$ cat src/core/osr_pkg.sv
// Shared constants, types and reset values of the option and status bank.
package osr_pkg;

    ////////////////////////////////////////////////////////////////////////
    // Register byte addresses on the APB slave.
    localparam logic [11:0] OSR_GUARD_ADDR = 12'h000;
    localparam logic [11:0] OSR_OPT_ADDR = 12'h004;
    localparam logic [11:0] OSR_STAT_ADDR = 12'h008;
    localparam logic [11:0] OSR_TCMD_ADDR = 12'h00c;

    // Reset values; the status byte follows its per-bit defaults of zero.
    localparam logic [7:0] OSR_GUARD_RST = 8'h32;
    localparam logic [7:0] OSR_OPT_RST = 8'haa;
    localparam logic [7:0] OSR_STAT_RST = 8'h00;

    // Field positions of the command-options byte and its writable mask.
    localparam int OSR_OPT_ECHO = 1;
    localparam int OSR_OPT_QUIET = 2;
    localparam int OSR_OPT_VERB = 3;
    localparam int OSR_OPT_PULSE = 5;
    localparam int OSR_OPT_ORIG = 7;
    localparam logic [7:0] OSR_OPT_MASK = 8'hae;

    // Field positions of the test-status byte and its used-bit masks.
    localparam int OSR_ST_LDL = 0;
    localparam int OSR_ST_LDATA = 2;
    localparam int OSR_ST_RREM = 3;
    localparam int OSR_ST_RDL = 4;
    localparam int OSR_ST_RST = 5;
    localparam int OSR_ST_LST = 6;
    localparam logic [7:0] OSR_STAT_MASK = 8'h7d;
    localparam logic [7:0] OSR_STAT_LOCAL = 8'h75;

    // Test command codes written to the command register.
    localparam logic [3:0] OSR_TEST_TERMINATE_CMD = 4'h0;
    localparam logic [3:0] OSR_LOCAL_DIGITAL_LOOP_CMD_A = 4'h1;
    localparam logic [3:0] OSR_LOCAL_DIGITAL_LOOP_CMD_B = 4'h2;
    localparam logic [3:0] OSR_LOCAL_DATA_LOOP_CMD = 4'h3;
    localparam logic [3:0] OSR_REMOTE_GRANT_CMD_A = 4'h4;
    localparam logic [3:0] OSR_REMOTE_GRANT_CMD_B = 4'h5;
    localparam logic [3:0] OSR_REMOTE_DIGITAL_LOOP_CMD = 4'h6;
    localparam logic [3:0] OSR_REMOTE_LOOP_SELFTEST_CMD = 4'h7;
    localparam logic [3:0] OSR_LOCAL_LOOP_SELFTEST_CMD = 4'h8;

    // Guard-time unit of 0.02 s in ns, clock period in ns, unit in cycles.
    localparam int OSR_UNIT_NS = 20000000;
    localparam int OSR_CLK_NS = 20;
    localparam int OSR_TICK_CYC = OSR_UNIT_NS / OSR_CLK_NS;

    // Escape recogniser states, Gray coded along the usual path.
    typedef enum logic [1:0] {
        OSR_ESC_IDLE = 2'b00,
        OSR_ESC_ONE = 2'b01,
        OSR_ESC_TWO = 2'b11,
        OSR_ESC_THREE = 2'b10
    } osr_esc_t;

    // The whole state of the bank in one packed record.
    typedef struct packed {
        logic pready;
        logic pslverr;
        logic [31:0] prdata;
        logic [7:0] guard;
        logic [7:0] opt;
        logic [7:0] stat;
        logic remote_q;
        osr_esc_t esc;
        logic [19:0] tick;
        logic [8:0] idle;
        logic hit;
    } osr_state_t;

    localparam osr_state_t OSR_STATE_RST = '{
        pready: 1'b0, pslverr: 1'b0, prdata: 32'h0000_0000,
        guard: OSR_GUARD_RST, opt: OSR_OPT_RST, stat: OSR_STAT_RST,
        remote_q: 1'b0, esc: OSR_ESC_IDLE, tick: 20'h00000,
        idle: 9'h000, hit: 1'b0};

endpackage : osr_pkg

$ cat src/core/osr_bank.sv
// Guard-time, command-option and loopback-status bank with APB access.
//
// What this block does
// - Idle guard before and after escape sequence.
// - Gaps between escape characters limited by guard.
// - Guard register spans 0..255, resets to 50.
// - Zero guard disables all escape timing checks.
// - Options bit 1 enables echo, resets one.
// - Options bit 2 suppresses result codes, resets zero.
// - Options bit 3 selects word result codes.
// - Options bit 5 records last dial selector.
// - Tone selector means data, pulse means voice.
// - Options bit 7 originate; answer/dial update it.
// - Options bits 0, 4, 6 read zero.
// - Options register resets to 0xaa.
// - Status bit 0 shows local digital loop.
// - Status bit 2 shows local data loop.
// - Status bit 3 shows far-requested remote loop.
// - Status bit 4 shows local remote loop.
// - Status bits 5, 6 show self-test loops.
// - Status bits 1 and 7 read zero.
// - Only one loopback test at a time.
// - Terminate command clears status to zero, but a far-end rise in the same cycle sets bit 3 if status was already zero.
//
// Register access over APB and the address map were chosen for this implementation.
`timescale 1ns/100ps

module osr_bank
    import osr_pkg::*;
#(
    parameter int TICK_CYCLES = OSR_TICK_CYC, // Cycles per 0.02 s unit.
    parameter logic [7:0] ESC_CHAR = 8'h2b // Escape character code.
) (
    input wire logic clk_in, // System clock, 50 MHz.
    input wire logic rst_n_in, // Asynchronous reset, active low.
    input wire logic psel_in, // APB select.
    input wire logic penable_in, // APB access phase.
    input wire logic pwrite_in, // APB direction, high for write.
    input wire logic [11:0] paddr_in, // APB byte address.
    input wire logic [31:0] pwdata_in, // APB write data.
    input wire logic [3:0] pstrb_in, // APB byte strobes.
    output logic pready_out, // APB ready.
    output logic pslverr_out, // APB error on unmapped address.
    output logic [31:0] prdata_out, // APB read data.
    input wire logic data_mode_in, // High while link carries data.
    input wire logic char_valid_in, // One-cycle pulse per character.
    input wire logic [7:0] char_in, // Character from the terminal.
    input wire logic answer_cmd_in, // Pulse: answer command seen.
    input wire logic dial_cmd_in, // Pulse: dial command seen.
    input wire logic dial_pulse_sel_in, // Dial selector, high for pulse.
    input wire logic remote_loop_req_in, // Far end asks for a loop.
    input wire logic test_done_in, // Pulse: local test time ran out.
    output logic escape_detect_out, // Pulse: escape sequence seen.
    output logic echo_en_out, // Echo command characters.
    output logic result_quiet_out, // Suppress result codes.
    output logic verbose_out, // Word-form result codes.
    output logic voice_call_out, // Dial request is a voice call.
    output logic originate_out, // Originate, low for answer.
    output logic [7:0] test_status_out // Live loopback status byte.
);

    ////////////////////////////////////////////////////////////////////////
    // State record and its next value.
    osr_state_t st_ff; // Every flip-flop of the bank.
    osr_state_t nxt_st; // Next value of the whole record.

    // Decoded bus terms, filled by the combinational process.
    logic acc; // Access phase present.
    logic done; // Access completes at this edge.
    logic wr_lane; // Completing write with byte lane 0 enabled.
    logic addr_hit; // Address is one of the mapped words.
    logic [7:0] rd_val; // Read mux output.
    logic [7:0] start_vec; // Status pattern a test command asks for.

    // Escape-timing terms.
    logic is_esc; // Incoming character is the escape code.
    logic guard_zero; // Guard value of zero turns timing off.
    logic pre_ok; // Idle time reached the guard.
    logic gap_ok; // Gap still within the guard.
    logic remote_rise; // Far end just asked for a loop.
    logic remote_fall; // Far end just dropped its loop.

    ////////////////////////////////////////////////////////////////////////
    // Next-state logic for bus slave, options, tests and escape.
    always_comb begin
        nxt_st = st_ff;
        nxt_st.hit = 1'b0;
        start_vec = 8'h00;

        // Bus decode; one wait state keeps read data a clean register.
        acc = psel_in & penable_in;
        done = acc & st_ff.pready;
        wr_lane = done & pwrite_in & pstrb_in[0];
        addr_hit = (paddr_in == OSR_GUARD_ADDR) ||
                   (paddr_in == OSR_OPT_ADDR) ||
                   (paddr_in == OSR_STAT_ADDR) ||
                   (paddr_in == OSR_TCMD_ADDR);

        // Read mux; the command register reads as zero.
        case (paddr_in)
            OSR_GUARD_ADDR: begin
                rd_val = st_ff.guard;
            end
            OSR_OPT_ADDR: begin
                rd_val = st_ff.opt & OSR_OPT_MASK;
            end
            OSR_STAT_ADDR: begin
                rd_val = st_ff.stat & OSR_STAT_MASK;
            end
            default: begin
                rd_val = 8'h00;
            end
        endcase

        // Ready rises one cycle into the access phase and falls after.
        nxt_st.pready = acc & ~st_ff.pready;
        if (acc && !st_ff.pready) begin
            nxt_st.pslverr = ~addr_hit;
            nxt_st.prdata = {24'h000000, rd_val};
        end else begin
            nxt_st.pslverr = 1'b0;
            nxt_st.prdata = 32'h0000_0000;
        end

        // Guard register takes any byte value.
        if (wr_lane && paddr_in == OSR_GUARD_ADDR) begin
            nxt_st.guard = pwdata_in[7:0];
        end

        // Software write of options; unused bits stay zero.
        if (wr_lane && paddr_in == OSR_OPT_ADDR) begin
            nxt_st.opt = pwdata_in[7:0] & OSR_OPT_MASK;
        end

        // Answer and dial commands come after the write, so they win.
        if (answer_cmd_in) begin
            nxt_st.opt[OSR_OPT_ORIG] = 1'b0;
        end
        if (dial_cmd_in) begin
            nxt_st.opt[OSR_OPT_ORIG] = 1'b1;
            nxt_st.opt[OSR_OPT_PULSE] = dial_pulse_sel_in;
        end

        // Local test time-out ends only locally started tests.
        if (test_done_in) begin
            nxt_st.stat = st_ff.stat & ~OSR_STAT_LOCAL;
        end

        // Far-end loop request tracked on its edges.
        remote_rise = remote_loop_req_in & ~st_ff.remote_q;
        remote_fall = ~remote_loop_req_in & st_ff.remote_q;
        nxt_st.remote_q = remote_loop_req_in;
        if (remote_rise && st_ff.stat == 8'h00) begin
            nxt_st.stat[OSR_ST_RREM] = 1'b1;
        end else if (remote_fall) begin
            nxt_st.stat[OSR_ST_RREM] = 1'b0;
        end

        // Pattern that each test command would start.
        case (pwdata_in[3:0])
            OSR_LOCAL_DIGITAL_LOOP_CMD_A,
            OSR_LOCAL_DIGITAL_LOOP_CMD_B: begin
                start_vec[OSR_ST_LDL] = 1'b1;
            end
            OSR_LOCAL_DATA_LOOP_CMD: begin
                start_vec[OSR_ST_LDATA] = 1'b1;
            end
            OSR_REMOTE_DIGITAL_LOOP_CMD: begin
                start_vec[OSR_ST_RDL] = 1'b1;
            end
            OSR_REMOTE_LOOP_SELFTEST_CMD: begin
                start_vec[OSR_ST_RST] = 1'b1;
            end
            OSR_LOCAL_LOOP_SELFTEST_CMD: begin
                start_vec[OSR_ST_LST] = 1'b1;
            end
            default: begin
                // Grant commands and unknown codes start nothing here.
                start_vec = 8'h00;
            end
        endcase

        // Test commands; a start is refused while any test runs.
        if (wr_lane && paddr_in == OSR_TCMD_ADDR) begin
            if (pwdata_in[3:0] == OSR_TEST_TERMINATE_CMD) begin
                // A far-end rise in the same cycle still wins its bit if no test was running.
                nxt_st.stat = 8'h00;
                nxt_st.stat[OSR_ST_RREM] = remote_rise && st_ff.stat == 8'h00;
            end else if (st_ff.stat == 8'h00 && !remote_rise) begin
                if (start_vec != 8'h00) begin
                    nxt_st.stat = start_vec;
                end
            end
        end

        // Unit timer restarts at every character, so idle counts from it.
        is_esc = char_in == ESC_CHAR;
        if (char_valid_in) begin
            nxt_st.tick = 20'h00000;
            nxt_st.idle = 9'h000;
        end else if (st_ff.tick == 20'(TICK_CYCLES - 1)) begin
            nxt_st.tick = 20'h00000;
            if (st_ff.idle != 9'h1ff) begin
                nxt_st.idle = st_ff.idle + 9'h001;
            end
        end else begin
            nxt_st.tick = st_ff.tick + 20'h00001;
        end

        // Timing tests; a nine-bit idle count keeps 255 apart from more.
        guard_zero = st_ff.guard == 8'h00;
        pre_ok = guard_zero || st_ff.idle >= {1'b0, st_ff.guard};
        gap_ok = guard_zero || st_ff.idle <= {1'b0, st_ff.guard};

        // Escape recogniser; it only listens while in data mode.
        case (st_ff.esc)
            OSR_ESC_IDLE: begin
                if (char_valid_in && is_esc && pre_ok) begin
                    nxt_st.esc = OSR_ESC_ONE;
                end
            end
            OSR_ESC_ONE: begin
                if (char_valid_in) begin
                    nxt_st.esc = (is_esc && gap_ok) ? OSR_ESC_TWO
                                                    : OSR_ESC_IDLE;
                end else if (!gap_ok) begin
                    nxt_st.esc = OSR_ESC_IDLE;
                end
            end
            OSR_ESC_TWO: begin
                if (char_valid_in) begin
                    if (is_esc && gap_ok && guard_zero) begin
                        nxt_st.esc = OSR_ESC_IDLE;
                        nxt_st.hit = 1'b1;
                    end else if (is_esc && gap_ok) begin
                        nxt_st.esc = OSR_ESC_THREE;
                    end else begin
                        nxt_st.esc = OSR_ESC_IDLE;
                    end
                end else if (!gap_ok) begin
                    nxt_st.esc = OSR_ESC_IDLE;
                end
            end
            OSR_ESC_THREE: begin
                // Any character inside the trailing guard spoils it.
                if (char_valid_in) begin
                    nxt_st.esc = OSR_ESC_IDLE;
                end else if (pre_ok) begin
                    nxt_st.esc = OSR_ESC_IDLE;
                    nxt_st.hit = 1'b1;
                end
            end
            default: begin
                nxt_st.esc = OSR_ESC_IDLE;
            end
        endcase
        if (!data_mode_in) begin
            nxt_st.esc = OSR_ESC_IDLE;
            nxt_st.hit = 1'b0;
        end
    end

    ////////////////////////////////////////////////////////////////////////
    // The single register process; reset loads constants only.
    always_ff @(posedge clk_in or negedge rst_n_in) begin
        if (!rst_n_in) begin
            st_ff <= OSR_STATE_RST;
        end else begin
            st_ff <= nxt_st;
        end
    end

    ////////////////////////////////////////////////////////////////////////
    // Outputs, each taken straight from the state record.
    assign pready_out = st_ff.pready;
    assign pslverr_out = st_ff.pslverr;
    assign prdata_out = st_ff.prdata;
    assign escape_detect_out = st_ff.hit;
    assign echo_en_out = st_ff.opt[OSR_OPT_ECHO];
    assign result_quiet_out = st_ff.opt[OSR_OPT_QUIET];
    assign verbose_out = st_ff.opt[OSR_OPT_VERB];
    assign voice_call_out = st_ff.opt[OSR_OPT_PULSE];
    assign originate_out = st_ff.opt[OSR_OPT_ORIG];
    assign test_status_out = st_ff.stat;
endmodule : osr_bank

$ cat config.mk
export PLATFORM = sky130hd
export DESIGN_NAME = osr_bank
export DESIGN_NICKNAME = d
export VERILOG_FILES = /design/src/core/osr_pkg.sv /design/src/core/osr_bank.sv
export SDC_FILE = /design/constraint.sdc
export NUM_CORES = 1
export LEC_CHECK = 0
export BUFFER_PORTS_ARGS = -buffer_cell sky130_fd_sc_hd__buf_2
export CORE_ASPECT_RATIO = 0.8
export CORE_UTILIZATION = 46
export DETAILED_ROUTE_END_ITERATION = 8
export GPL_TIMING_DRIVEN = 0
export PLACE_DENSITY_LB_ADDON = 0.05
export SLEW_MARGIN = 20
export SYNTH_ARGS = -nofsm -noshare
export SYNTH_HDL_FRONTEND = slang
export SYNTH_SLANG_ARGS = --single-unit
$ cat constraint.sdc
create_clock -name clk_in -period 1.75 [get_ports clk_in]
set_input_delay 0.2625 -clock clk_in [delete_from_list [all_inputs] [get_ports clk_in]]
set_output_delay 0.2625 -clock clk_in [all_outputs]
set_load 0.03 [all_outputs]
* After elaboration in Yosys (flattened, before gate mapping) *
Index checks and enable logic that the tools add are counted.

word-level totals
  register bits after elaboration = 88
  logic and storage cells = 114

cells by class
  add/subtract/negate cells = 2
  order comparisons = 2
  eq/ne operators = 17
  mux-type cells = 39
  bitwise gates (word level) = 11
  reductions and logical operators = 30

operator list
  cell                                             number
  2-to-1 mux 8 bit                                 5
  2-to-1 mux 33 bit                                1
  2-to-1 mux 29 bit                                1
  == test 12 x 4 -> 1 bit (second input constant)  2
  case mux 8 bit (3 select lines)                  1
  adder 20 x 1 -> 20 bit (second input constant)   1
  == test 20 bit (second input constant)           1
  2-to-1 mux 2 bit                                 10
  2-to-1 mux 20 bit                                1
  2-to-1 mux 9 bit                                 2
  zero test 8 bit                                  2
  2-to-1 mux 1 bit                                 15
  == test 12 x 3 -> 1 bit (second input constant)  1
  zero test 12 bit                                 1
  logical AND 1 bit                                10
  adder 9 x 1 -> 9 bit (second input constant)     1
  greater-or-equal comparator 9 x 8 -> 1 bit       1
  <= comparator 9 x 8 -> 1 bit                     1
  != test 9 bit (second input constant)            1
  == test 4 x 2 -> 1 bit (second input constant)   2
  == test 4 x 3 -> 1 bit (second input constant)   2
  == test 8 x 6 -> 1 bit (second input constant)   1
  case mux 2 bit (4 select lines)                  1
  nonzero test 8 bit                               1
  other kinds (18)                                 36

* Longest topological paths before layout *
Gate-level depths: netlist of the first run.

  word-level depth = 8
  depth in mapped cells = 8
  mapped depth without buffers = 8

* Worst setup path before layout of the first run *
OpenSTA, ideal clock, no wires.

  kind = reg-to-reg
  start = register st_ff[1] (netlist name)
  end = register st_ff[7] (netlist name)
  arrival = 1781 ps
  required time = 1629 ps
  slack = -153 ps
  stages on the path, launching flop included = 9
  path buffers = 0
  cell sequence = dfrtp_1 -> ha_1 -> nand3_1 -> nor2_1 -> ha_1 -> nor4_4 -> nand4_1 -> xor2_1 -> nor2_1

on the way
  word-level cells in the longest chain between the ends = 4
  elaborated cells on any way between the ends = 7
  classes of those cells = add/sub: 1; eq/ne: 1; mux: 3; reduce/logical: 2

RTL lines
  item                    line             RTL
  start, declared         osr_bank.sv:64   osr_state_t st_ff;
  start signal, assigned  osr_bank.sv:269  st_ff <= nxt_st;
  adder 9 x 1 -> 9 bit    osr_bank.sv:204  nxt_st.idle = st_ff.idle + 9'h001;
  2-to-1 mux 9 bit        osr_bank.sv:203  if (st_ff.idle != 9'h1ff) begin
  2-to-1 mux 9 bit        osr_bank.sv:201  end else if (st_ff.tick == 20'(TICK_CYCLES - 1)) begin
  2-to-1 mux 29 bit       osr_bank.sv:198  if (char_valid_in) begin

Several ways; a longest one is shown, not always the timed one. The select of a mux whose other input is x is not followed.
A chain may end at the register's enable or synchronous reset.

* Worst setup path after layout of the first run *
  start = register st_ff[53] (netlist name)
  end = register st_ff[30] (netlist name)

on the way
  word-level cells in the longest chain between the ends = 8
  elaborated cells on any way between the ends = 18
  classes of those cells = order compare: 2; eq/ne: 2; mux: 7; reduce/logical: 7

RTL lines
  item                                                                    line                              RTL
  <= comparator 9 x 8 -> 1 bit / zero test 8 bit (equally long branches)  osr_bank.sv:213, osr_bank.sv:211
  logical OR 1 bit                                                        osr_bank.sv:213                   gap_ok = guard_zero || st_ff.idle <= {1'b0, st_ff.guard};
  logical AND 1 bit                                                       osr_bank.sv:224, osr_bank.sv:232
  logical AND 1 bit                                                       osr_bank.sv:232                   if (is_esc && gap_ok && guard_zero) begin
  2-to-1 mux 2 bit                                                        osr_bank.sv:232
  2-to-1 mux 2 bit                                                        osr_bank.sv:231                   if (char_valid_in) begin
  case mux 2 bit (4 select lines)                                         osr_bank.sv:216                   case (st_ff.esc)
  2-to-1 mux 2 bit                                                        osr_bank.sv:257                   if (!data_mode_in) begin

Several ways; a longest one is shown, not always the timed one.

==> reports/qor.csv, run 1 <==
metric,value,unit
Overflow after GRT,0,
IO Pins,116,
die height,79.7,um
Max Cap Violations,0,
final hold viol count,0,
final setup fails,7,
initial antenna violation count,0,
"Core Util, Final",0.648,
first-pass GRT wire length,12300,um
clock period minus worst slack,1.91,ns
"Clk pin slew, worst setup/hold paths",0.07,ns
CTS Root Cell,clkbuf_8,
CTS tree,built,
worst hold path type,input pin to flop,
Port Buffers,61,
routability cong.,0.801,
Synth top area share,0.397,
sequential area share after synthesis,0.450,
slowest cell on the critical path,dfstp_2,
core box area,7090,um^2
"Slew Viols, Final",0,
Rows,27,
Clock Sinks,62,
pwr/cell area,702,nW/um^2
CP bufs+invs,1,
dpl cell area,4020,um^2
Tot GR Track Use,0.201,
largest net degree at the start of global routing,40,
Starting Density,0.489,
Routed WL,7520,um
worst skew pair latency,0.34,ns
kind of end point of the critical path,flop,
most flop-heavy register,st_ff,
Critical Path AT,2.19,ns
Die Wd,99.1,um
FMAX,522,MHz
outcome,finished with violations,
Startpoint Class,flop,
Pre-antenna DRT Iters,4,
CP Data Required Time,2.03,ns
cts bufs inserted,9,
Area growth syn-to-layout,32.4,%
Seq cells post-synth,62,
max reg flops,40,
top post-synthesis cells by area,"dfrtp_1 (40%), buf_4 (8.7%), dfstp_2 (5.3%), nor2_1 (5.2%), xor2_1 (4.3%)",
"Top FF cell, synth",dfrtp_1,
"delay-heaviest family, CP",compound AO/OA/AOI/OAI gates,
number of global-route vias before repair,2588,
critical-path cell list,"inv_2, ha_4, nand3_2, o21bai_1, a31oi_2, nor3_2, a221o_1, a21oi_2",
Synth area leader,dfrtp_1,
CP peak stage delay,0.56,ns
Iter 0 DRT Violations,76,
H-tree levels,3,
worst setup slack after layout,-0.165,ns
library cells used by synthesis,49,
Post-synth EDFFs,0,
die area,7900,um^2
mapped cell area,3470,um^2
Post-synth ARST share,1.00,
RSZ-0062 raised after global routing,true,
vias after detailed routing,2790,
mean post-synth cell area,9.64,um^2
Mapped Cells,360,
Vias/cell,4.89,
CP Class,flop to flop,
layout cells sized above 1,0.411,
Pleak,2.31,nW
Yosys warning count,0,
antenna violation net count after detailed routing,0,
Final nets,558,
final worst path period share,1.09,
clock buffer depth,2,
dpl hpwl,5410,um
maximum vdd drop,0.000416,V
clk_skew,0.00535,ns
failing checks,negative setup slack,
post-route cell area,4600,um^2
TNS Setup,-0.307,ns
Crit Path Max Fanout,3,
number of antenna diodes,0,
post-DR wirelength/cell,13.2,um
post-detailed-route DRC marker count,0,
-- timing repair --
| action | in CTS | in global routing |
|---|---|---|
| hold endpoints to repair | 23 | 0 |
| buffers inserted | 13 | 7 |
| resized for setup | 19 | 27 |
| hold buffers | 1 | 0 |
| setup endpoints to repair | 36 | 44 |
| pin swaps | 17 | 14 |
-- final timing paths --
path / from / to / slack [ns] / depth (start not counted)
max in group asynchronous: rst_n_in / st_ff[50] / 0.82 / 3
worst min register to register: pready_out / pready_out / 0.48 / 1
worst max register to register: st_ff[53] / st_ff[30] / -0.16 / 8
min in group asynchronous: rst_n_in / st_ff[21] / 0.37 / 2
worst min-delay path: remote_loop_req_in / st_ff[32] / 0.06 / 1
worst max-delay path: st_ff[53] / st_ff[30] / -0.16 / 8
-- kinds of logic (layout without fill, tap and decap cells) --
logic type,count (synthesis),count (layout),synth area share
AND/OR/NAND/NOR,146,146,0.220
multiplexers,16,16,0.0476
buffers and inverters,60,159,0.110
AO/OA/AOI/OAI,39,39,0.0699
XOR/XNOR,25,25,0.0631
adder cells (fa/ha/maj),11,11,0.0397
other,1,26,0.00108
flip-flops,62,62,0.450
-- metal layers --
metal | part of all wire | track usage
met4 | 0.0072 | 0.0529
met2 | 0.45 | 0.307
met5 | 0 | 0
met3 | 0.048 | 0.0578
met1 | 0.50 | 0.281
-- cell usage in the layout, fill, tap and decap left out, types with 3 or more instances in the layout --
cell / synthesis / routed
buf_2: 4 / 62
buf_4: 40 / 59
dfrtp_1: 55 / 47
nor2_1: 48 / 45
conb_1: 1 / 26
nand2_1: 28 / 24
xor2_1: 17 / 17
nand3_1: 18 / 16
inv_1: 15 / 13
mux2i_1: 12 / 12
o21ai_0: 11 / 11
clkbuf_8: 0 / 10
a21oi_1: 11 / 9
dfrtp_2: 0 / 8
xnor2_1: 8 / 7
dfstp_2: 7 / 7
ha_1: 11 / 6
nor3_1: 7 / 5
nand4_1: 5 / 5
nor4_4: 2 / 4
and3_1: 5 / 4
nand2_2: 0 / 4
and2_1: 4 / 4
mux2_2: 4 / 4
or3_1: 3 / 3
nand2b_1: 3 / 3
nor2_2: 1 / 3
o21ai_1: 3 / 3
ha_4: 0 / 3
buf_6: 0 / 3
-- worst register-to-register path, cell delays in order, from the launching register on --
cell and delay [ns]:
dfstp_2 0.56, inv_2 0.05, ha_4 0.27, nand3_2 0.06
o21bai_1 0.16, a31oi_2 0.24, nor3_2 0.08, a221o_1 0.33
a21oi_2 0.10
-- synth_stat cells (all sizes together), types with 2 or more instances --
cell    count
mux2i      12
o21ai      14
or2         2
nor4        6
xnor2       8
nor4b       2
nand2      28
ha         11
buf        45
dfrtp      55
or3         3
and2        4
nand2b      3
a21oi      11
nor2       49
nand3      19
and3        7
o21bai      3
or4         2
xor2       17
nor2b       3
nand4b      2
nor3        7
nand4       6
inv        15
mux2        4
dfstp       7
a31oi       2
-- report_power, final --
group,switching [mW],internal (mW)
combinational,0.221,0.138
clock,0.555,0.837
sequential,0.0186,1.45
total,0.795,2.43
-- through the flow --
| step | power [mW] | setup slack, ns | cells | hold slack [ns] |
|---|---|---|---|---|
| after global placement | 1.83 | -0.336 | 533 | 0.400 |
| after CTS | 3.24 | -0.0876 | 564 | 0.0539 |
| final | 3.22 | -0.165 | 571 | 0.0598 |
| after global routing | 3.36 | -0.240 | 571 | 0.0423 |
| after floorplan | 1.72 | -0.0302 | 385 | -0.0331 |
| after detailed placement | 1.83 | -0.390 | 534 | 0.187 |
-- cell type report --
| cell class | instances | area (um^2) |
|---|---|---|
| fillers | 602 | 2500 |
| multi-input cells | 263 | 1820 |
| flip-flops and latches | 62 | 1570 |
| repair buffers | 83 | 499 |
| plain buffers | 45 | 329 |
| clock buffers | 12 | 145 |
| well taps | 87 | 109 |
| clock inverters | 4 | 70.1 |
| inverters | 15 | 56.3 |
Note: power is estimated with default switching activity, not from simulation.
==> run 2: changes to the inputs <==
Settings changed: SKIP_LAST_GASP set to 1.
==> reports/qor.csv, run 2 (synthesis gave the netlist of run 1 again) <==
metric,value,unit,change
worst setup slack after layout,-0.160,ns,+0.00504 ns
Port Buffers,61,,unchanged
CP Class,flop to flop,,
Area growth syn-to-layout,32.2,%,
Hold Path Depth,1,,unchanged
post-DR wirelength/cell,13.2,um,about the same
switching share of power,0.246,,about the same
core box area,7090,um^2,unchanged
clock power share,0.432,,about the same
Clock Sinks,62,,unchanged
Iter 0 DRT Violations,86,,+13%
post-detailed-route DRC marker count,0,,unchanged
clock period minus worst slack,1.91,ns,-0.00504 ns
clock buffer depth,2,,unchanged
Switch Pwr,0.795,mW,about the same
final setup fails,7,,unchanged
Design Power,3.23,mW,about the same
cts bufs inserted,9,,unchanged
FMAX,524,MHz,+0.26%
layout cells sized above 1,0.407,,-0.00413
outcome,finished with violations,,
CTS tree,built,,
Startpoint Class,flop,,
initial antenna violation count,0,,unchanged
"leading cell type in the layout, fill and taps excluded",buf_2,,
Gate power share,0.111,,about the same
cell depth of the worst flop-to-flop path,8,,unchanged
final worst path period share,1.09,,-0.00288
Routed WL,7520,um,about the same
kind of end point of the critical path,flop,,
failing checks,negative setup slack,,
most frequent cells in the layout,"buf_2 (62), buf_4 (59), dfrtp_1 (47)",,
P_int,2.43,mW,about the same
die area,7900,um^2,unchanged
"Core Util, Final",0.647,,-0.000881
routability cong.,0.801,,unchanged
max reg flops,40,,unchanged
antenna violation net count after detailed routing,0,,unchanged
first-pass GRT wire length,12200,um,-0.11%
worst hold path type,input pin to flop,,
pwr/cell area,703,nW/um^2,+0.14%
TNS Setup,-0.305,ns,+0.00226 ns
slack of the worst reg-to-reg path,-0.16,ns,about the same
maximum vdd drop,0.000417,V,about the same
Die Wd,99.1,um,unchanged
Critical Path AT,2.18,ns,about the same
dpl hpwl,5410,um,unchanged
"Clk pin slew, worst setup/hold paths",0.07,ns,about the same
IO Pins,116,,unchanged
Min-Delay Endpoint,st_ff[32],,
CTS Root Cell,clkbuf_8,,
die height,79.7,um,unchanged
Vias/cell,4.89,,about the same
Pleak,2.31,nW,about the same
final hold viol count,0,,unchanged
post-route cell area,4590,um^2,-0.14%
Rows,27,,unchanged
Pre-antenna DRT Iters,5,,+1
worst skew pair latency,0.34,ns,about the same
"Slew Viols, Final",0,,unchanged
most flop-heavy register,st_ff,,
Final nets,558,,unchanged
largest net degree at the start of global routing,40,,unchanged
H-tree levels,3,,unchanged
Seq pwr share,0.457,,about the same
Crit Path Max Fanout,3,,unchanged
min-delay src,remote_loop_req_in,,
dpl cell area,4020,um^2,unchanged
Overflow after GRT,0,,unchanged
RR Startpoint,st_ff[53],,
Starting Density,0.489,,unchanged
number of global-route vias before repair,2577,,-0.43%
number of antenna diodes,0,,unchanged
Critical path origin,st_ff[53],,
Tot GR Track Use,0.201,,unchanged
r2r endpoint,st_ff[30],,
vias after detailed routing,2791,,+0.036%
RSZ-0062 raised after global routing,true,,
Max Cap Violations,0,,unchanged
clk_skew,0.00510,ns,-0.000254 ns
CP Data Required Time,2.02,ns,about the same
[run 2: cell counts in the layout (fill, tap and decap cells not counted)]
No cell type changed its count.
[run 2: power groups by stage]
stage | logic [mW] | clock network (mW) | registers, mW
floorplan | 0.211 | 0 | 1.51
global placement | 0.330 | 0 | 1.50
detailed placement | 0.338 | 0 | 1.50
CTS | 0.350 | 1.42 | 1.47
global route | 0.393 | 1.49 | 1.47
finish | 0.359 | 1.39 | 1.47
[run 2: critical path: stages (launching register included)]
cell	delay, ns
dfstp_2	0.55
inv_2	0.05
ha_4	0.27
nand3_2	0.06
o21bai_1	0.16
a31oi_2	0.24
nor3_2	0.08
a221o_1	0.31
a21oi_1	0.11
[run 2: worst max-delay path by stage]
stage | to
after floorplan | st_ff[7]
after global placement | st_ff[27]
after detailed placement | st_ff[26]
after CTS | st_ff[30]
after global routing | st_ff[30]
final | st_ff[30]
[run 2: layout make-up]
class                           instances  area (um^2)
Fill cell                             601         2500
Multi-Input combinational cell        263         1810
Sequential cell                        62         1570
Timing Repair Buffer                   83          499
Buffer                                 45          329
Clock buffer                           12          145
Tap cell                               87          109
Clock inverter                          4         70.1
Inverter                               15         56.3
[run 2: layer usage]
metal,up-vias,GRT usage,part of all wire,wire [um]
met3,6,0.0578,0.054,404
met2,79,0.305,0.44,3330
met4,0,0.0529,0.0070,53
li1,1402,-,-,-
met5,-,0,0,0
met1,1304,0.283,0.50,3730
[run 2: through the flow]
stage	std cells	hold slack (ns)	setup slack [ns]
floorplan	385	-0.0331	-0.0302
global placement	533	0.400	-0.336
detailed placement	534	0.187	-0.390
CTS	564	0.0539	-0.107
global route	571	0.0423	-0.248
finish	571	0.0603	-0.160
[run 2: repair_timing]
item                                    4_1_cts  5_1_grt
endpoints found under the setup margin       36       44
setup buffers                                13        7
hold buffers                                  1        0
pin swaps                                    17       13
hold endpoints to repair                     23        0
resized for setup                            17       27
